==> src/hw/disconnect_regs.vh <==
// Register offsets, field positions, reset values and timing constants
// of the disconnect control block.
// Assumes a 32-bit APB with byte addresses and one aligned word per register.
`ifndef DISCONNECT_REGS_VH
`define DISCONNECT_REGS_VH

// =====================================================================
// Register offsets
`define OFF_MODE        8'h00
`define OFF_STATUS      8'h04
`define OFF_CMD         8'h08
`define OFF_CFG         8'h0C
`define OFF_EVT1        8'h10
`define OFF_EVT2        8'h14
`define OFF_CNT_MANUAL  8'h18
`define OFF_CNT_REMOTE  8'h1C
`define OFF_CNT_LOCAL   8'h20

// =====================================================================
// Field positions
`define ST_OUT_BIT      0
`define ST_CTRL_LSB     2
`define ST_LED_BIT      4
`define CMD_RDISC_BIT   0
`define CMD_RRECON_BIT  1
`define CFG_SWTYPE_MSB  2
`define CFG_EXTKEY_BIT  8
`define EVT_ID_MSB      1
`define EVT_ENABLE_BIT  4
`define EVT_REMOTE_BIT  5
`define EVT_NOAUTO_BIT  6
`define EVT_CDLY_LSB    8
`define EVT_DDLY_LSB    16

// =====================================================================
// Reset values and the highest mode
`define MODE_RESET      3'h1
`define SWTYPE_RESET    3'h1
`define MODE_MAX        3'h6

// =====================================================================
// Control states
`define CS_DISCONNECTED 2'h0
`define CS_CONNECTED    2'h1
`define CS_READY        2'h2

// =====================================================================
// Event selector codes
`define EVID_NONE       2'h0
`define EVID_NEUTRAL    2'h1
`define EVID_PHASE      2'h2

// =====================================================================
// Transition kinds for the mode permission check
`define K_RDISC         3'h0
`define K_RRECON        3'h1
`define K_MDISC         3'h2
`define K_MRECON        3'h3
`define K_LDISC         3'h4
`define K_LRECON        3'h5

// =====================================================================
// Hold times in seconds and the default clock rate in Hz
`define T_RECON_HOLD_S  5
`define T_DISC_HOLD_S   10
`define CLK_HZ_DEFAULT  25000000

`endif

==> src/hw/event_disconnect.v <==
// One event-based disconnection instance with its own delays.
// Assumes a one-cycle seconds tick and a level that marks the event.
`timescale 1ns/1ps
`default_nettype none

module event_disconnect
(
  input  wire       i_clk,
  input  wire       i_rst,
  input  wire       i_tick,
  input  wire       i_cond,
  input  wire       i_enable,
  input  wire       i_conn_disabled,
  input  wire [7:0] i_conn_delay,
  input  wire [7:0] i_disc_delay,
  output reg        o_disc_req,
  output reg        o_reconn_req
);

  localparam [1:0] S_IDLE = 2'h0;
  localparam [1:0] S_WDISC = 2'h1;
  localparam [1:0] S_TRIP = 2'h2;
  localparam [1:0] S_WCONN = 2'h3;

  reg [1:0] state_ff;
  reg [7:0] sec_ff;
  reg [1:0] nxt_state;
  reg [7:0] nxt_sec;
  reg       nxt_disc;
  reg       nxt_reconn;

  // A zero delay is treated as the least delay of one second.
  function [7:0] min1;
    input [7:0] d;
    begin
      min1 = (d == 8'h00) ? 8'h01 : d;
    end
  endfunction

  always @*
  begin
    nxt_state = state_ff;
    nxt_sec = sec_ff;
    nxt_disc = 1'b0;
    nxt_reconn = 1'b0;
    case (state_ff)
      S_IDLE:
      begin
        if (i_enable && i_cond)
        begin
          nxt_state = S_WDISC;
          nxt_sec = min1(i_disc_delay);
        end
      end
      S_WDISC:
      begin
        if (!i_cond || !i_enable)
          nxt_state = S_IDLE;
        else if (i_tick)
        begin
          if (sec_ff == 8'h01)
          begin
            nxt_disc = 1'b1;
            nxt_state = S_TRIP;
          end
          nxt_sec = sec_ff - 8'h01;
        end
      end
      S_TRIP:
      begin
        if (!i_cond)
        begin
          nxt_state = i_conn_disabled ? S_IDLE : S_WCONN;
          nxt_sec = min1(i_conn_delay);
        end
      end
      S_WCONN:
      begin
        if (i_cond)
          nxt_state = S_TRIP;
        else if (i_tick)
        begin
          if (sec_ff == 8'h01)
          begin
            nxt_reconn = 1'b1;
            nxt_state = S_IDLE;
          end
          nxt_sec = sec_ff - 8'h01;
        end
      end
      default:
        nxt_state = S_IDLE;
    endcase
  end

  always @(posedge i_clk or posedge i_rst)
  begin
    if (i_rst)
    begin
      state_ff <= S_IDLE;
      sec_ff <= 8'h00;
      o_disc_req <= 1'b0;
      o_reconn_req <= 1'b0;
    end
    else
    begin
      state_ff <= nxt_state;
      sec_ff <= nxt_sec;
      o_disc_req <= nxt_disc;
      o_reconn_req <= nxt_reconn;
    end
  end

endmodule // event_disconnect

`default_nettype wire

==> src/hw/disconnect_control_fsm.v <==
// Disconnect control: control state machine, physical output, button,
// disconnection counters, two event-based instances and an APB slave.
// Assumes all inputs are synchronous to I_REF_CLK; local requests are pulses.
//
// How it works
// - Output reads 1 connected, 0 open.
// - Control state 0 disc, 1 conn, 2 ready.
// - Mode 0..6 writable; states read-only.
// - Mode 0 forces connected unless switch type none, ignores requests.
// - Ready state: hold 5 s, release reconnects.
// - Extended key reconnects on press.
// - Manual disconnect: modes 1,2,5, 10 s hold.
// - LED blinks after manual disconnect, off after manual reconnect.
// - Separate manual, remote, local disconnection counters.
// - Remote disconnect and reconnect commands.
// - Two event instances with own settings.
// - Event selector: none, neutral, phase sequence.
// - B0 enables event disconnection.
// - B1 picks remote or local transitions.
// - B2 blocks automatic reconnection.
// - Connection delay 1-255 s after clear.
// - Disconnection delay 1-255 s after start.
// - Remote disconnect from 1 or 2 to 0.
// - Remote reconnect to 1 or 2 per mode.
// - Manual/local: 1 to 2, 2 to 1.
// - Switch type none freezes all transitions.
`timescale 1ns/1ps
`default_nettype none
`include "disconnect_regs.vh"

module disconnect_control_fsm
#(
  parameter CLK_HZ = `CLK_HZ_DEFAULT,
  parameter CNT_W  = 32
)
(
  input  wire        I_REF_CLK,
  input  wire        I_RESET,
  input  wire        I_PSEL,
  input  wire        I_PENABLE,
  input  wire        I_PWRITE,
  input  wire [7:0]  I_PADDR,
  input  wire [31:0] I_PWDATA,
  output reg  [31:0] O_PRDATA,
  output wire        O_PREADY,
  output reg         O_PSLVERR,
  input  wire        I_BUTTON,
  input  wire        I_LOCAL_DISC,
  input  wire        I_LOCAL_RECONN,
  input  wire        I_NEUTRAL_MISSING,
  input  wire        I_WRONG_PHASE,
  output wire        O_OUTPUT_STATE,
  output wire [1:0]  O_CONTROL_STATE,
  output wire        O_LED_BLINK,
  output wire        O_RECONNECT_PROMPT,
  output wire        O_CONFIRM_PROMPT,
  output wire        O_DISCONNECT_PROMPT
);

  // =====================================================================
  // Timing derived from the clock rate
  localparam [31:0] SEC_LAST = CLK_HZ - 1;
  localparam [31:0] RECON_HOLD_CYC = `T_RECON_HOLD_S * CLK_HZ;
  localparam [31:0] DISC_HOLD_CYC = `T_DISC_HOLD_S * CLK_HZ;

  // =====================================================================
  // Declarations
  reg  [1:0]       state_ff;
  reg  [1:0]       nxt_state;
  reg  [2:0]       mode_ff;
  reg  [2:0]       swtype_ff;
  reg              extkey_ff;
  reg  [31:0]      evt1_ff;
  reg  [31:0]      evt2_ff;
  reg  [CNT_W-1:0] cnt_man_ff;
  reg  [CNT_W-1:0] cnt_rem_ff;
  reg  [CNT_W-1:0] cnt_loc_ff;
  reg              led_ff;
  reg  [31:0]      presc_ff;
  reg              tick_ff;
  reg  [31:0]      hold_ff;
  reg              btn_ff;
  reg              cmd_rdisc_ff;
  reg              cmd_rrecon_ff;
  reg  [1:0]       disc_src;
  reg              man_recon_ok;
  reg  [31:0]      rdata;
  reg              rd_err;
  wire             setup;
  wire             wr_acc;
  wire             btn_press;
  wire             btn_release;
  wire             held_recon;
  wire             held_disc;
  wire             ev1_disc;
  wire             ev1_recon;
  wire             ev2_disc;
  wire             ev2_recon;
  wire             req_rdisc;
  wire             req_rrecon;
  wire             req_ldisc;
  wire             req_lrecon;
  wire             req_mdisc;
  wire             req_mrecon;

  // =====================================================================
  // Functions
  // Permission of a transition kind in a given control mode.
  function allowed;
    input [2:0] m;
    input [2:0] k;
    begin
      case (k)
        `K_RDISC:  allowed = (m != 3'h0) && (m <= `MODE_MAX);
        `K_RRECON: allowed = (m != 3'h0) && (m <= `MODE_MAX);
        `K_MDISC:  allowed = (m == 3'h1) || (m == 3'h2) || (m == 3'h5);
        `K_MRECON: allowed = (m != 3'h0) && (m <= `MODE_MAX);
        `K_LDISC:  allowed = (m != 3'h0) && (m <= `MODE_MAX);
        `K_LRECON: allowed = (m == 3'h5) || (m == 3'h6);
        default:   allowed = 1'b0;
      endcase
    end
  endfunction

  // Level of the condition that an event selector picks.
  function evt_active;
    input [1:0] id;
    input       neutral;
    input       phase;
    begin
      case (id)
        `EVID_NEUTRAL: evt_active = neutral;
        `EVID_PHASE:   evt_active = phase;
        default:       evt_active = 1'b0;
      endcase
    end
  endfunction

  // =====================================================================
  // Seconds timebase
  always @(posedge I_REF_CLK or posedge I_RESET)
  begin
    if (I_RESET)
    begin
      presc_ff <= 32'h0000_0000;
      tick_ff <= 1'b0;
    end
    else
    begin
      tick_ff <= (presc_ff == SEC_LAST);
      if (presc_ff == SEC_LAST)
        presc_ff <= 32'h0000_0000;
      else
        presc_ff <= presc_ff + 32'h0000_0001;
    end
  end

  // =====================================================================
  // Push button hold timing
  assign btn_press = I_BUTTON && !btn_ff;
  assign btn_release = !I_BUTTON && btn_ff;
  assign held_recon = (hold_ff >= RECON_HOLD_CYC);
  assign held_disc = (hold_ff >= DISC_HOLD_CYC);

  always @(posedge I_REF_CLK or posedge I_RESET)
  begin
    if (I_RESET)
    begin
      btn_ff <= 1'b0;
      hold_ff <= 32'h0000_0000;
    end
    else
    begin
      btn_ff <= I_BUTTON;
      if (!I_BUTTON)
        hold_ff <= 32'h0000_0000;
      else if (!held_disc)
        hold_ff <= hold_ff + 32'h0000_0001;
    end
  end

  assign O_RECONNECT_PROMPT = (state_ff == `CS_READY);
  assign O_CONFIRM_PROMPT = (state_ff == `CS_READY) && held_recon && !extkey_ff;
  assign O_DISCONNECT_PROMPT = (state_ff == `CS_CONNECTED) && held_disc &&
                               allowed(mode_ff, `K_MDISC);

  assign req_mrecon = extkey_ff ? btn_press : (btn_release && held_recon);
  assign req_mdisc = btn_release && held_disc;

  // =====================================================================
  // Event-based instances
  // Two independent event instances.
  event_disconnect u_evt1
  (
    .i_clk           (I_REF_CLK),
    .i_rst           (I_RESET),
    .i_tick          (tick_ff),
    .i_cond          (evt_active(evt1_ff[`EVT_ID_MSB:0], I_NEUTRAL_MISSING,
                                 I_WRONG_PHASE)),
    .i_enable        (evt1_ff[`EVT_ENABLE_BIT]),
    .i_conn_disabled (evt1_ff[`EVT_NOAUTO_BIT]),
    .i_conn_delay    (evt1_ff[`EVT_CDLY_LSB+7:`EVT_CDLY_LSB]),
    .i_disc_delay    (evt1_ff[`EVT_DDLY_LSB+7:`EVT_DDLY_LSB]),
    .o_disc_req      (ev1_disc),
    .o_reconn_req    (ev1_recon)
  );

  event_disconnect u_evt2
  (
    .i_clk           (I_REF_CLK),
    .i_rst           (I_RESET),
    .i_tick          (tick_ff),
    .i_cond          (evt_active(evt2_ff[`EVT_ID_MSB:0], I_NEUTRAL_MISSING,
                                 I_WRONG_PHASE)),
    .i_enable        (evt2_ff[`EVT_ENABLE_BIT]),
    .i_conn_disabled (evt2_ff[`EVT_NOAUTO_BIT]),
    .i_conn_delay    (evt2_ff[`EVT_CDLY_LSB+7:`EVT_CDLY_LSB]),
    .i_disc_delay    (evt2_ff[`EVT_DDLY_LSB+7:`EVT_DDLY_LSB]),
    .o_disc_req      (ev2_disc),
    .o_reconn_req    (ev2_recon)
  );

  // Route event requests as remote or local.
  assign req_rdisc = cmd_rdisc_ff || (ev1_disc && evt1_ff[`EVT_REMOTE_BIT]) ||
                     (ev2_disc && evt2_ff[`EVT_REMOTE_BIT]);
  assign req_rrecon = cmd_rrecon_ff || (ev1_recon && evt1_ff[`EVT_REMOTE_BIT]) ||
                      (ev2_recon && evt2_ff[`EVT_REMOTE_BIT]);
  assign req_ldisc = I_LOCAL_DISC || (ev1_disc && !evt1_ff[`EVT_REMOTE_BIT]) ||
                     (ev2_disc && !evt2_ff[`EVT_REMOTE_BIT]);
  assign req_lrecon = I_LOCAL_RECONN || (ev1_recon && !evt1_ff[`EVT_REMOTE_BIT]) ||
                      (ev2_recon && !evt2_ff[`EVT_REMOTE_BIT]);

  // =====================================================================
  // Control state machine
  // In the ready state a remote disconnect request wins over reconnect requests of the same cycle.
  always @*
  begin
    nxt_state = state_ff;
    disc_src = 2'h0;
    man_recon_ok = 1'b0;
    if (swtype_ff == 3'h0)
      nxt_state = state_ff;
    else if (mode_ff == 3'h0)
      nxt_state = `CS_CONNECTED;
    else
    begin
      case (state_ff)
        `CS_DISCONNECTED:
        begin
          // Direct in modes 2 and 4.
          if (req_rrecon && allowed(mode_ff, `K_RRECON))
            nxt_state = ((mode_ff == 3'h2) || (mode_ff == 3'h4)) ?
                        `CS_CONNECTED : `CS_READY;
        end
        `CS_CONNECTED:
        begin
          if (req_rdisc && allowed(mode_ff, `K_RDISC))
          begin
            nxt_state = `CS_DISCONNECTED;
            disc_src = 2'h2;
          end
          else if (req_ldisc && allowed(mode_ff, `K_LDISC))
          begin
            nxt_state = `CS_READY;
            disc_src = 2'h3;
          end
          // Manual disconnect in modes 1, 2, 5.
          else if (req_mdisc && allowed(mode_ff, `K_MDISC))
          begin
            nxt_state = `CS_READY;
            disc_src = 2'h1;
          end
        end
        `CS_READY:
        begin
          if (req_rdisc && allowed(mode_ff, `K_RDISC))
          begin
            nxt_state = `CS_DISCONNECTED;
            disc_src = 2'h2;
          end
          // Local reconnect in modes 5, 6.
          else if (req_lrecon && allowed(mode_ff, `K_LRECON))
            nxt_state = `CS_CONNECTED;
          else if (req_mrecon && allowed(mode_ff, `K_MRECON))
          begin
            nxt_state = `CS_CONNECTED;
            man_recon_ok = 1'b1;
          end
        end
        default:
          nxt_state = `CS_CONNECTED;
      endcase
    end
  end

  always @(posedge I_REF_CLK or posedge I_RESET)
  begin
    if (I_RESET)
    begin
      state_ff <= `CS_CONNECTED;
      led_ff <= 1'b0;
      cnt_man_ff <= {CNT_W{1'b0}};
      cnt_rem_ff <= {CNT_W{1'b0}};
      cnt_loc_ff <= {CNT_W{1'b0}};
    end
    else
    begin
      state_ff <= nxt_state;
      if (disc_src == 2'h1)
        led_ff <= 1'b1;
      else if (man_recon_ok)
        led_ff <= 1'b0;
      if (disc_src == 2'h1)
        cnt_man_ff <= cnt_man_ff + {{(CNT_W-1){1'b0}}, 1'b1};
      if (disc_src == 2'h2)
        cnt_rem_ff <= cnt_rem_ff + {{(CNT_W-1){1'b0}}, 1'b1};
      if (disc_src == 2'h3)
        cnt_loc_ff <= cnt_loc_ff + {{(CNT_W-1){1'b0}}, 1'b1};
    end
  end

  assign O_OUTPUT_STATE = (state_ff == `CS_CONNECTED);
  assign O_CONTROL_STATE = state_ff;
  assign O_LED_BLINK = led_ff;

  // =====================================================================
  // APB slave
  // Read data is captured in the setup cycle so the access needs no wait.
  assign setup = I_PSEL && !I_PENABLE;
  assign O_PREADY = I_PSEL && I_PENABLE;
  assign wr_acc = I_PSEL && I_PENABLE && I_PWRITE;

  always @*
  begin
    rdata = 32'h0000_0000;
    rd_err = 1'b0;
    case (I_PADDR)
      `OFF_MODE:       rdata[2:0] = mode_ff;
      `OFF_STATUS:
      begin
        rdata[`ST_OUT_BIT] = O_OUTPUT_STATE;
        rdata[`ST_CTRL_LSB+1:`ST_CTRL_LSB] = state_ff;
        rdata[`ST_LED_BIT] = led_ff;
      end
      `OFF_CMD:        rdata = 32'h0000_0000;
      `OFF_CFG:
      begin
        rdata[`CFG_SWTYPE_MSB:0] = swtype_ff;
        rdata[`CFG_EXTKEY_BIT] = extkey_ff;
      end
      `OFF_EVT1:       rdata = evt1_ff;
      `OFF_EVT2:       rdata = evt2_ff;
      `OFF_CNT_MANUAL: rdata[CNT_W-1:0] = cnt_man_ff;
      `OFF_CNT_REMOTE: rdata[CNT_W-1:0] = cnt_rem_ff;
      `OFF_CNT_LOCAL:  rdata[CNT_W-1:0] = cnt_loc_ff;
      default:         rd_err = 1'b1;
    endcase
  end

  always @(posedge I_REF_CLK or posedge I_RESET)
  begin
    if (I_RESET)
    begin
      O_PRDATA <= 32'h0000_0000;
      O_PSLVERR <= 1'b0;
      mode_ff <= `MODE_RESET;
      swtype_ff <= `SWTYPE_RESET;
      extkey_ff <= 1'b0;
      evt1_ff <= 32'h0000_0000;
      evt2_ff <= 32'h0000_0000;
      cmd_rdisc_ff <= 1'b0;
      cmd_rrecon_ff <= 1'b0;
    end
    else
    begin
      if (setup)
      begin
        O_PRDATA <= I_PWRITE ? 32'h0000_0000 : rdata;
        O_PSLVERR <= rd_err;
      end
      cmd_rdisc_ff <= 1'b0;
      cmd_rrecon_ff <= 1'b0;
      if (wr_acc)
      begin
        case (I_PADDR)
          // Mode writes above 6 are ignored.
          `OFF_MODE:
          begin
            if (I_PWDATA[2:0] <= `MODE_MAX)
              mode_ff <= I_PWDATA[2:0];
          end
          `OFF_CMD:
          begin
            cmd_rdisc_ff <= I_PWDATA[`CMD_RDISC_BIT];
            cmd_rrecon_ff <= I_PWDATA[`CMD_RRECON_BIT];
          end
          `OFF_CFG:
          begin
            swtype_ff <= I_PWDATA[`CFG_SWTYPE_MSB:0];
            extkey_ff <= I_PWDATA[`CFG_EXTKEY_BIT];
          end
          `OFF_EVT1:       evt1_ff <= I_PWDATA;
          `OFF_EVT2:       evt2_ff <= I_PWDATA;
          default:         ;
        endcase
      end
    end
  end

endmodule // disconnect_control_fsm

`default_nettype wire

==> config.mk <==
export PLATFORM = sky130hd
export DESIGN_NAME = disconnect_control_fsm
export DESIGN_NICKNAME = d
export VERILOG_FILES = /design/src/hw/event_disconnect.v /design/src/hw/disconnect_control_fsm.v
export VERILOG_INCLUDE_DIRS = /design/src /design/src/hw
export SDC_FILE = /design/constraint.sdc
export NUM_CORES = 1
export LEC_CHECK = 0
export BUFFER_PORTS_ARGS = -buffer_cell sky130_fd_sc_hd__buf_2
export CORE_ASPECT_RATIO = 1.2
export CORE_MARGIN = 2
export CORE_UTILIZATION = 61
export CTS_BUF_LIST = sky130_fd_sc_hd__clkbuf_4 sky130_fd_sc_hd__clkbuf_8
export DETAILED_ROUTE_END_ITERATION = 8
export HOLD_SLACK_MARGIN = 0.03
export PLACE_DENSITY = 0.8
export RECOVER_POWER = 100
export SYNTH_ARGS = -nofsm -noshare
export SYNTH_HDL_FRONTEND = slang
export SYNTH_SLANG_ARGS = --single-unit
==> constraint.sdc <==
create_clock -name I_REF_CLK -period 12.5 [get_ports I_REF_CLK]
set_input_delay 1.875 -clock I_REF_CLK [delete_from_list [all_inputs] [get_ports I_REF_CLK]]
set_output_delay 1.875 -clock I_REF_CLK [all_outputs]
set_load 0.005 [all_outputs]
==> results of run 1 <==
power by group through the flow:
stage | Clock (mW) | Sequential [mW] | Combinational (mW)
floorplan | 0 | 0.985 | 0.0494
global placement | 0 | 0.988 | 0.0803
detailed placement | 0 | 0.989 | 0.0818
CTS | 0.883 | 0.971 | 0.0821
global route | 0.926 | 0.972 | 0.0908
finish | 0.870 | 0.972 | 0.0816
cells by family after synthesis:
family	after synthesis	synth area share [%]
buffers and inverters	90	2.388
multiplexers	113	8.234
AO/OA/AOI/OAI	255	11.44
XOR/XNOR	134	7.914
flip-flops	295	49.80
adder cells (fa/ha/maj)	19	1.586
AND/OR/NAND/NOR	535	18.64
state kept, by name, summed over array words and instances (netlist names), 3 cells and up:
signal,flops
cnt_man_ff,32
hold_ff,32
u_evt2.sec_ff,8
presc_ff,32
u_evt1.sec_ff,8
swtype_ff,3
mode_ff,3
O_PRDATA,32
cnt_rem_ff,32
evt2_ff,32
evt1_ff,32
cnt_loc_ff,32
routing by layer:
layer | GRT usage [%] | wire length, um
met5 | 0 | 0
met4 | 11.73 | 1306
met3 | 5.561 | 2665
met2 | 48.41 | 17730
met1 | 40.66 | 15810
synth_stat cells, types with 40 or more instances:
master | count | share of area, %
mux2_2 | 72 | 5.5
nand4_1 | 41 | 1.7
nand2_1 | 159 | 4.0
o21ai_0 | 101 | 3.4
dfrtp_1 | 292 | 49
xnor2_1 | 86 | 5.1
nor2_1 | 76 | 1.9
mux2i_1 | 41 | 2.8
a21oi_1 | 40 | 1.3
nand3_1 | 70 | 2.4
xor2_1 | 48 | 2.8
clkbuf_1 | 41 | 1.0
final cells by class:
cell class              count  area (um2)  area share (%)
clock buffers              77       953.4           5.794
clock inverters             7       55.05          0.3345
inverters                  33       125.1          0.7603
multi-input cells        1056        7036           42.75
well taps                 320       400.4           2.433
repair buffers            101       500.5           3.041
flip-flops and latches    295        7386           44.88
worst max path at each step:
| stage | cells past startpoint | to | slack [ns] | from |
|---|---|---|---|---|
| 2_1_floorplan | 1 | O_CONTROL_STATE[1] | 2.48 | I_RESET |
| 4_1_cts | 6 | O_DISCONNECT_PROMPT | 8.21 | hold_ff[17] |
| 3_3_place_gp | 8 | O_PRDATA[22] | 7.90 | I_PADDR[3] |
| 6_report | 8 | O_PRDATA[15] | 5.98 | I_PADDR[3] |
| 3_5_place_dp | 8 | O_PRDATA[15] | 7.70 | I_PADDR[3] |
| 5_1_grt | 8 | O_PRDATA[6] | 5.73 | I_PADDR[3] |
==> flow_summary.toml, run 1 <==
[logic_synthesis]
synth_fp_nets = 1509
ys_seq_area_share_pct = 49.80
synth-seq-cells = 295
synth_area_mm2 = 0.01483
synth_ff_type = "dfrtp_1"
synth_cell_types = 71
synth_warnings = 0
synth_edf_count = 0
async_reset_ff_share_pct = 100.0
synth_cells = 1441
avgSynthCellArea_um2 = 10.29

[cells_and_area]
diodes = 0
nets = 1601
syn2layout_area_growth_pct = 10.96
layout_commonest_cell = "dfrtp_1"
final_util_pct = 68.87
fill_cells = 1832
drive_gt1_share_pct = 16.12
layout_common_cells = "dfrtp_1, nand2_1, o21ai_0, xnor2_1"
stdcell_area_mm2 = 0.01646
stdcell_count = 1889

[outcome]
failed_checks = "max-capacitance violations, max-slew violations"
status = "finished with violations"

[critical_path]
worst-path-buf-inv = 2
crit_top_cell = "o21ai_0"
r2r_start = "mode_ff[1]"
startpoint_type = "primary input"
path_class = "in2reg"
worstPathMaxFanout = 39
timing.rr.end = "cnt_man_ff[29]"
crit_family = "simple AND/OR/NAND/NOR gates"
r2r_slack_ns = 8.13
end_kind = "register"
worstPathRequired_ns = 13.00
slowest_stage = "clkbuf_1"
cp.arrival_ns = 7.02
r2r_cells = 6
cpPeakStageDelay_ns = 1.93
crit_path_cell_trace = "buf_2 -> clkbuf_1 -> nor4b_1 -> and2_0 -> nand2_1 -> o21ai_0 -> a221oi_1 -> o21ai_0"

[power]
intPower_mw = 1.472
vdd.ir_drop.worst_mv = 0.08749
leakage_nw = 7.425
p_seq_share_pct = 50.5
comb_power_share_pct = 4.2
clkPwrFrac_pct = 45.2
switching_share_pct = 23.50
total_power_mw = 1.924
p_per_area_mw_per_mm2 = 116.9
p_switching_mw = 0.4521

[die]
dieArea_mm2 = 0.02558
die_height_um = 174.8
initial_core_util_pct = 62.07
dieWidth_um = 146.3
coreArea_mm2 = 0.02389
rows = 62
ios = 91

[min_path]
whs_endpoint = "cnt_rem_ff[31]"
hold_class = "reg2reg"
min_path_cells = 1
worstHoldStart = "cnt_rem_ff[31]"

[placed_design]
place_area_mm2 = 0.01557
place_ws_ns = 7.702
io_buffer_count = 90
hpwl_um = 25670
dp_cells = 1805
gp_congestion = 0.9515

[timing]
period_share_pct = 52.13
setup_viol = 0
worst_slack_ns = 5.984
report.final.slew_viol_count = 315
relSlewSlack_pct = -281.6
whs_ns = 0.4696
tightest_slew_ns = 5.693
skew_ns = 0.03210
setup_tns_ns = 0
rsz0062_at_grt = "false"
period_minus_slack_ns = 6.516
hold_viol_final = 0
clock.fmax_ghz = 0.1535

[global_route]
antenna_found_initial = 0
grt_use_total_pct = 30.00
grt.overflow.total = 0
grt_max_degree = 167
grt_pass1_vias = 11700
grt_pass1_wl_um = 61650

[clock_tree]
cts_tree = "yes"
postCtsHoldBufs = 0
htree_levels = 2
clk_root_buffer_cell = "clkbuf_8"
clkTransAtPathRegs_ns = 0.07
clock_path_buffers = 3
numCtsBuffers = 46
cts_sinks = 295
clk_latency_ns = 0.58
post_cts.repair.setup_buffers = 0
post_cts_resize_count = 0

[drt]
via_per_inst = 6.272
routed_wire_length_per_instance_um = 19.86
drc = 0
vias = 11850
detail-route-antenna-nets = 0
drt_iter0_drc = 1015
first_pass_iters = 5
routed_wl_um = 37510

[job]
drv_cap = 8
(Power assumes the default switching activity.)
==> run 2, diff against run 1 <==
clock period = 6 ns   (was 12.5 ns; I/O delays follow)
==> run 2 against run 1 <==
The flow still finishes with violations (max-capacitance violations, max-slew violations). Clock power rose by 110%. Die area unchanged. Total power up 110%. Critical path depth fell by 2. Final cell count barely moved. Register-to-register slack lost 6.5 ns. Count of clock-buffer cells in the layout decreased by 5. Worst hold slack lost 0.0067 ns. Via count grew 0.36%. Cell area unchanged. Combinational power increased by 110%. Flip-flop and latch count stayed put. Critical path type is now reg2reg. Largest power group unchanged.
==> flow_summary.toml, run 2 (same netlist as run 1, synthesis figures left out) <==
[placed_design]
place_area_mm2 = 0.01559
io_buffer_count = 90
dp_cells = 1807
gp_congestion = 0.9162
hpwl_um = 25930
place_ws_ns = 2.186

[power]
vdd.ir_drop.worst_mv = 0.2341
p_per_area_mw_per_mm2 = 246.0
leakage_nw = 7.412

[critical_path]
path_class = "reg2reg"
worstPathRequired_ns = 6.48
cp.arrival_ns = 4.89
startpoint_type = "register"
end_kind = "register"
cpPeakStageDelay_ns = 2.20
worstPathMaxFanout = 13
crit_path_cell_trace = "or3b_1 -> a21oi_1 -> nand2b_1 -> a2111oi_0 -> nand4_1 -> xnor2_1"
slowest_stage = "a2111oi_0"

[cells_and_area]
stdcell_count = 1890
seq_area_mm2 = 0.007386
fill_cells = 1874
drive_gt1_share_pct = 15.54
diodes = 0
stdcell_area_mm2 = 0.01646
nets = 1604
multi_input_comb_area_mm2 = 0.007015
syn2layout_area_growth_pct = 10.96
layout_common_cells = "dfrtp_1, nand2_1, o21ai_0, xnor2_1, nor2_1"
layout_commonest_cell = "dfrtp_1"

[drt]
vias = 11890
drt_iter0_drc = 1072
routed_wl_um = 37760
routed_wire_length_per_instance_um = 19.98
detail-route-antenna-nets = 0
via_per_inst = 6.291
first_pass_iters = 6
drc = 0

[timing]
rsz0062_at_grt = "false"
tightest_slew_ns = 2.745
setup_viol = 0
worst_slack_ns = 1.590
clock.fmax_ghz = 0.2268
skew_ns = 0.02769
setup_tns_ns = 0
period_minus_slack_ns = 4.410
whs_ns = 0.4628
period_share_pct = 73.50
report.final.slew_viol_count = 179
relSlewSlack_pct = -87.73
hold_viol_final = 0

[die]
dieArea_mm2 = 0.02558
rows = 62
dieWidth_um = 146.3
ios = 91
coreArea_mm2 = 0.02389
die_height_um = 174.8
initial_core_util_pct = 62.07

[global_route]
grt_pass1_vias = 11910
grt_pass1_wl_um = 61340
grt_use_total_pct = 29.73
grt.overflow.total = 0
grt_max_degree = 190
antenna_found_initial = 0

[clock_tree]
postCtsHoldBufs = 0
clkTransAtPathRegs_ns = 0.07
clk_latency_ns = 0.57
post_cts_resize_count = 0
post_cts.repair.setup_buffers = 0
clk_root_buffer_cell = "clkbuf_8"
htree_levels = 2
numCtsBuffers = 47
clock_path_buffers = 3
cts_tree = "yes"
cts_sinks = 295

[job]
drv_cap = 7

[outcome]
status = "finished with violations"
failed_checks = "max-capacitance violations, max-slew violations"

[min_path]
hold_class = "in2async"
[run 2: cell types whose count changed in the layout (fill, tap and decap cells not counted), moves of 2 or more]
cell / previous run / this run
and2_1: 11 / 9
clkinv_2: 4 / 7
clkbuf_4: 17 / 12
clkbuf_1: 22 / 28
buf_2: 75 / 69
bufinv_16: 0 / 2
and2_0: 12 / 14
[run 2: worst paths after layout]
kind / from / end / slack [ns] / cells past startpoint
worst max register to register: mode_ff[1] / cnt_man_ff[23] / 1.59 / 6
max in group asynchronous: I_RESET / cnt_rem_ff[29] / 2.21 / 4
min in group I_REF_CLK: cnt_rem_ff[31] / cnt_rem_ff[31] / 0.47 / 1
worst min-delay path: I_RESET / hold_ff[20] / 0.46 / 2
worst max-delay path: mode_ff[1] / cnt_man_ff[23] / 1.59 / 6
worst min register to register: cnt_rem_ff[31] / cnt_rem_ff[31] / 0.47 / 1
[run 2: cell type report]
type / count / area share (%)
clock inverters: 11 / 0.6767
well taps: 320 / 2.433
repair buffers: 103 / 3.049
clock buffers: 72 / 5.566
flip-flops and latches: 295 / 44.88
inverters: 33 / 0.7603
multi-input cells: 1056 / 42.63
[run 2: worst max-delay path, delay by kind of cell, from the launching register on]
kind,cells,cell delay (ns)
xor+xnor,1,0.28
compound gates,2,2.52
flops,1,0.58
simple gates,3,0.92
[run 2: metal layers]
metal | vias to the layer above | wire [um] | track usage, %
met5 | - | 0 | 0
met2 | 487 | 17790 | 48.43
li1 | 5401 | - | -
met3 | 108 | 2623 | 5.666
met1 | 5894 | 15760 | 39.32
met4 | 0 | 1582 | 12.66
[run 2: through the flow]
step	utilization (%)	power, mW
2_1_floorplan	-	2.155
3_3_place_gp	65.23	2.227
3_5_place_dp	65.23	2.232
4_1_cts	69.53	4.081
5_1_grt	68.87	4.183
6_report	68.87	4.049
[run 2: where the power goes]
| part | leakage, nW | switching [mW] | internal [mW] | total [mW] |
|---|---|---|---|---|
| combinational | 2.84 | 0.117 | 0.0517 | 0.169 |
| clock | 0.547 | 0.796 | 1.06 | 1.86 |
| sequential | 4.03 | 0.0205 | 2.00 | 2.02 |
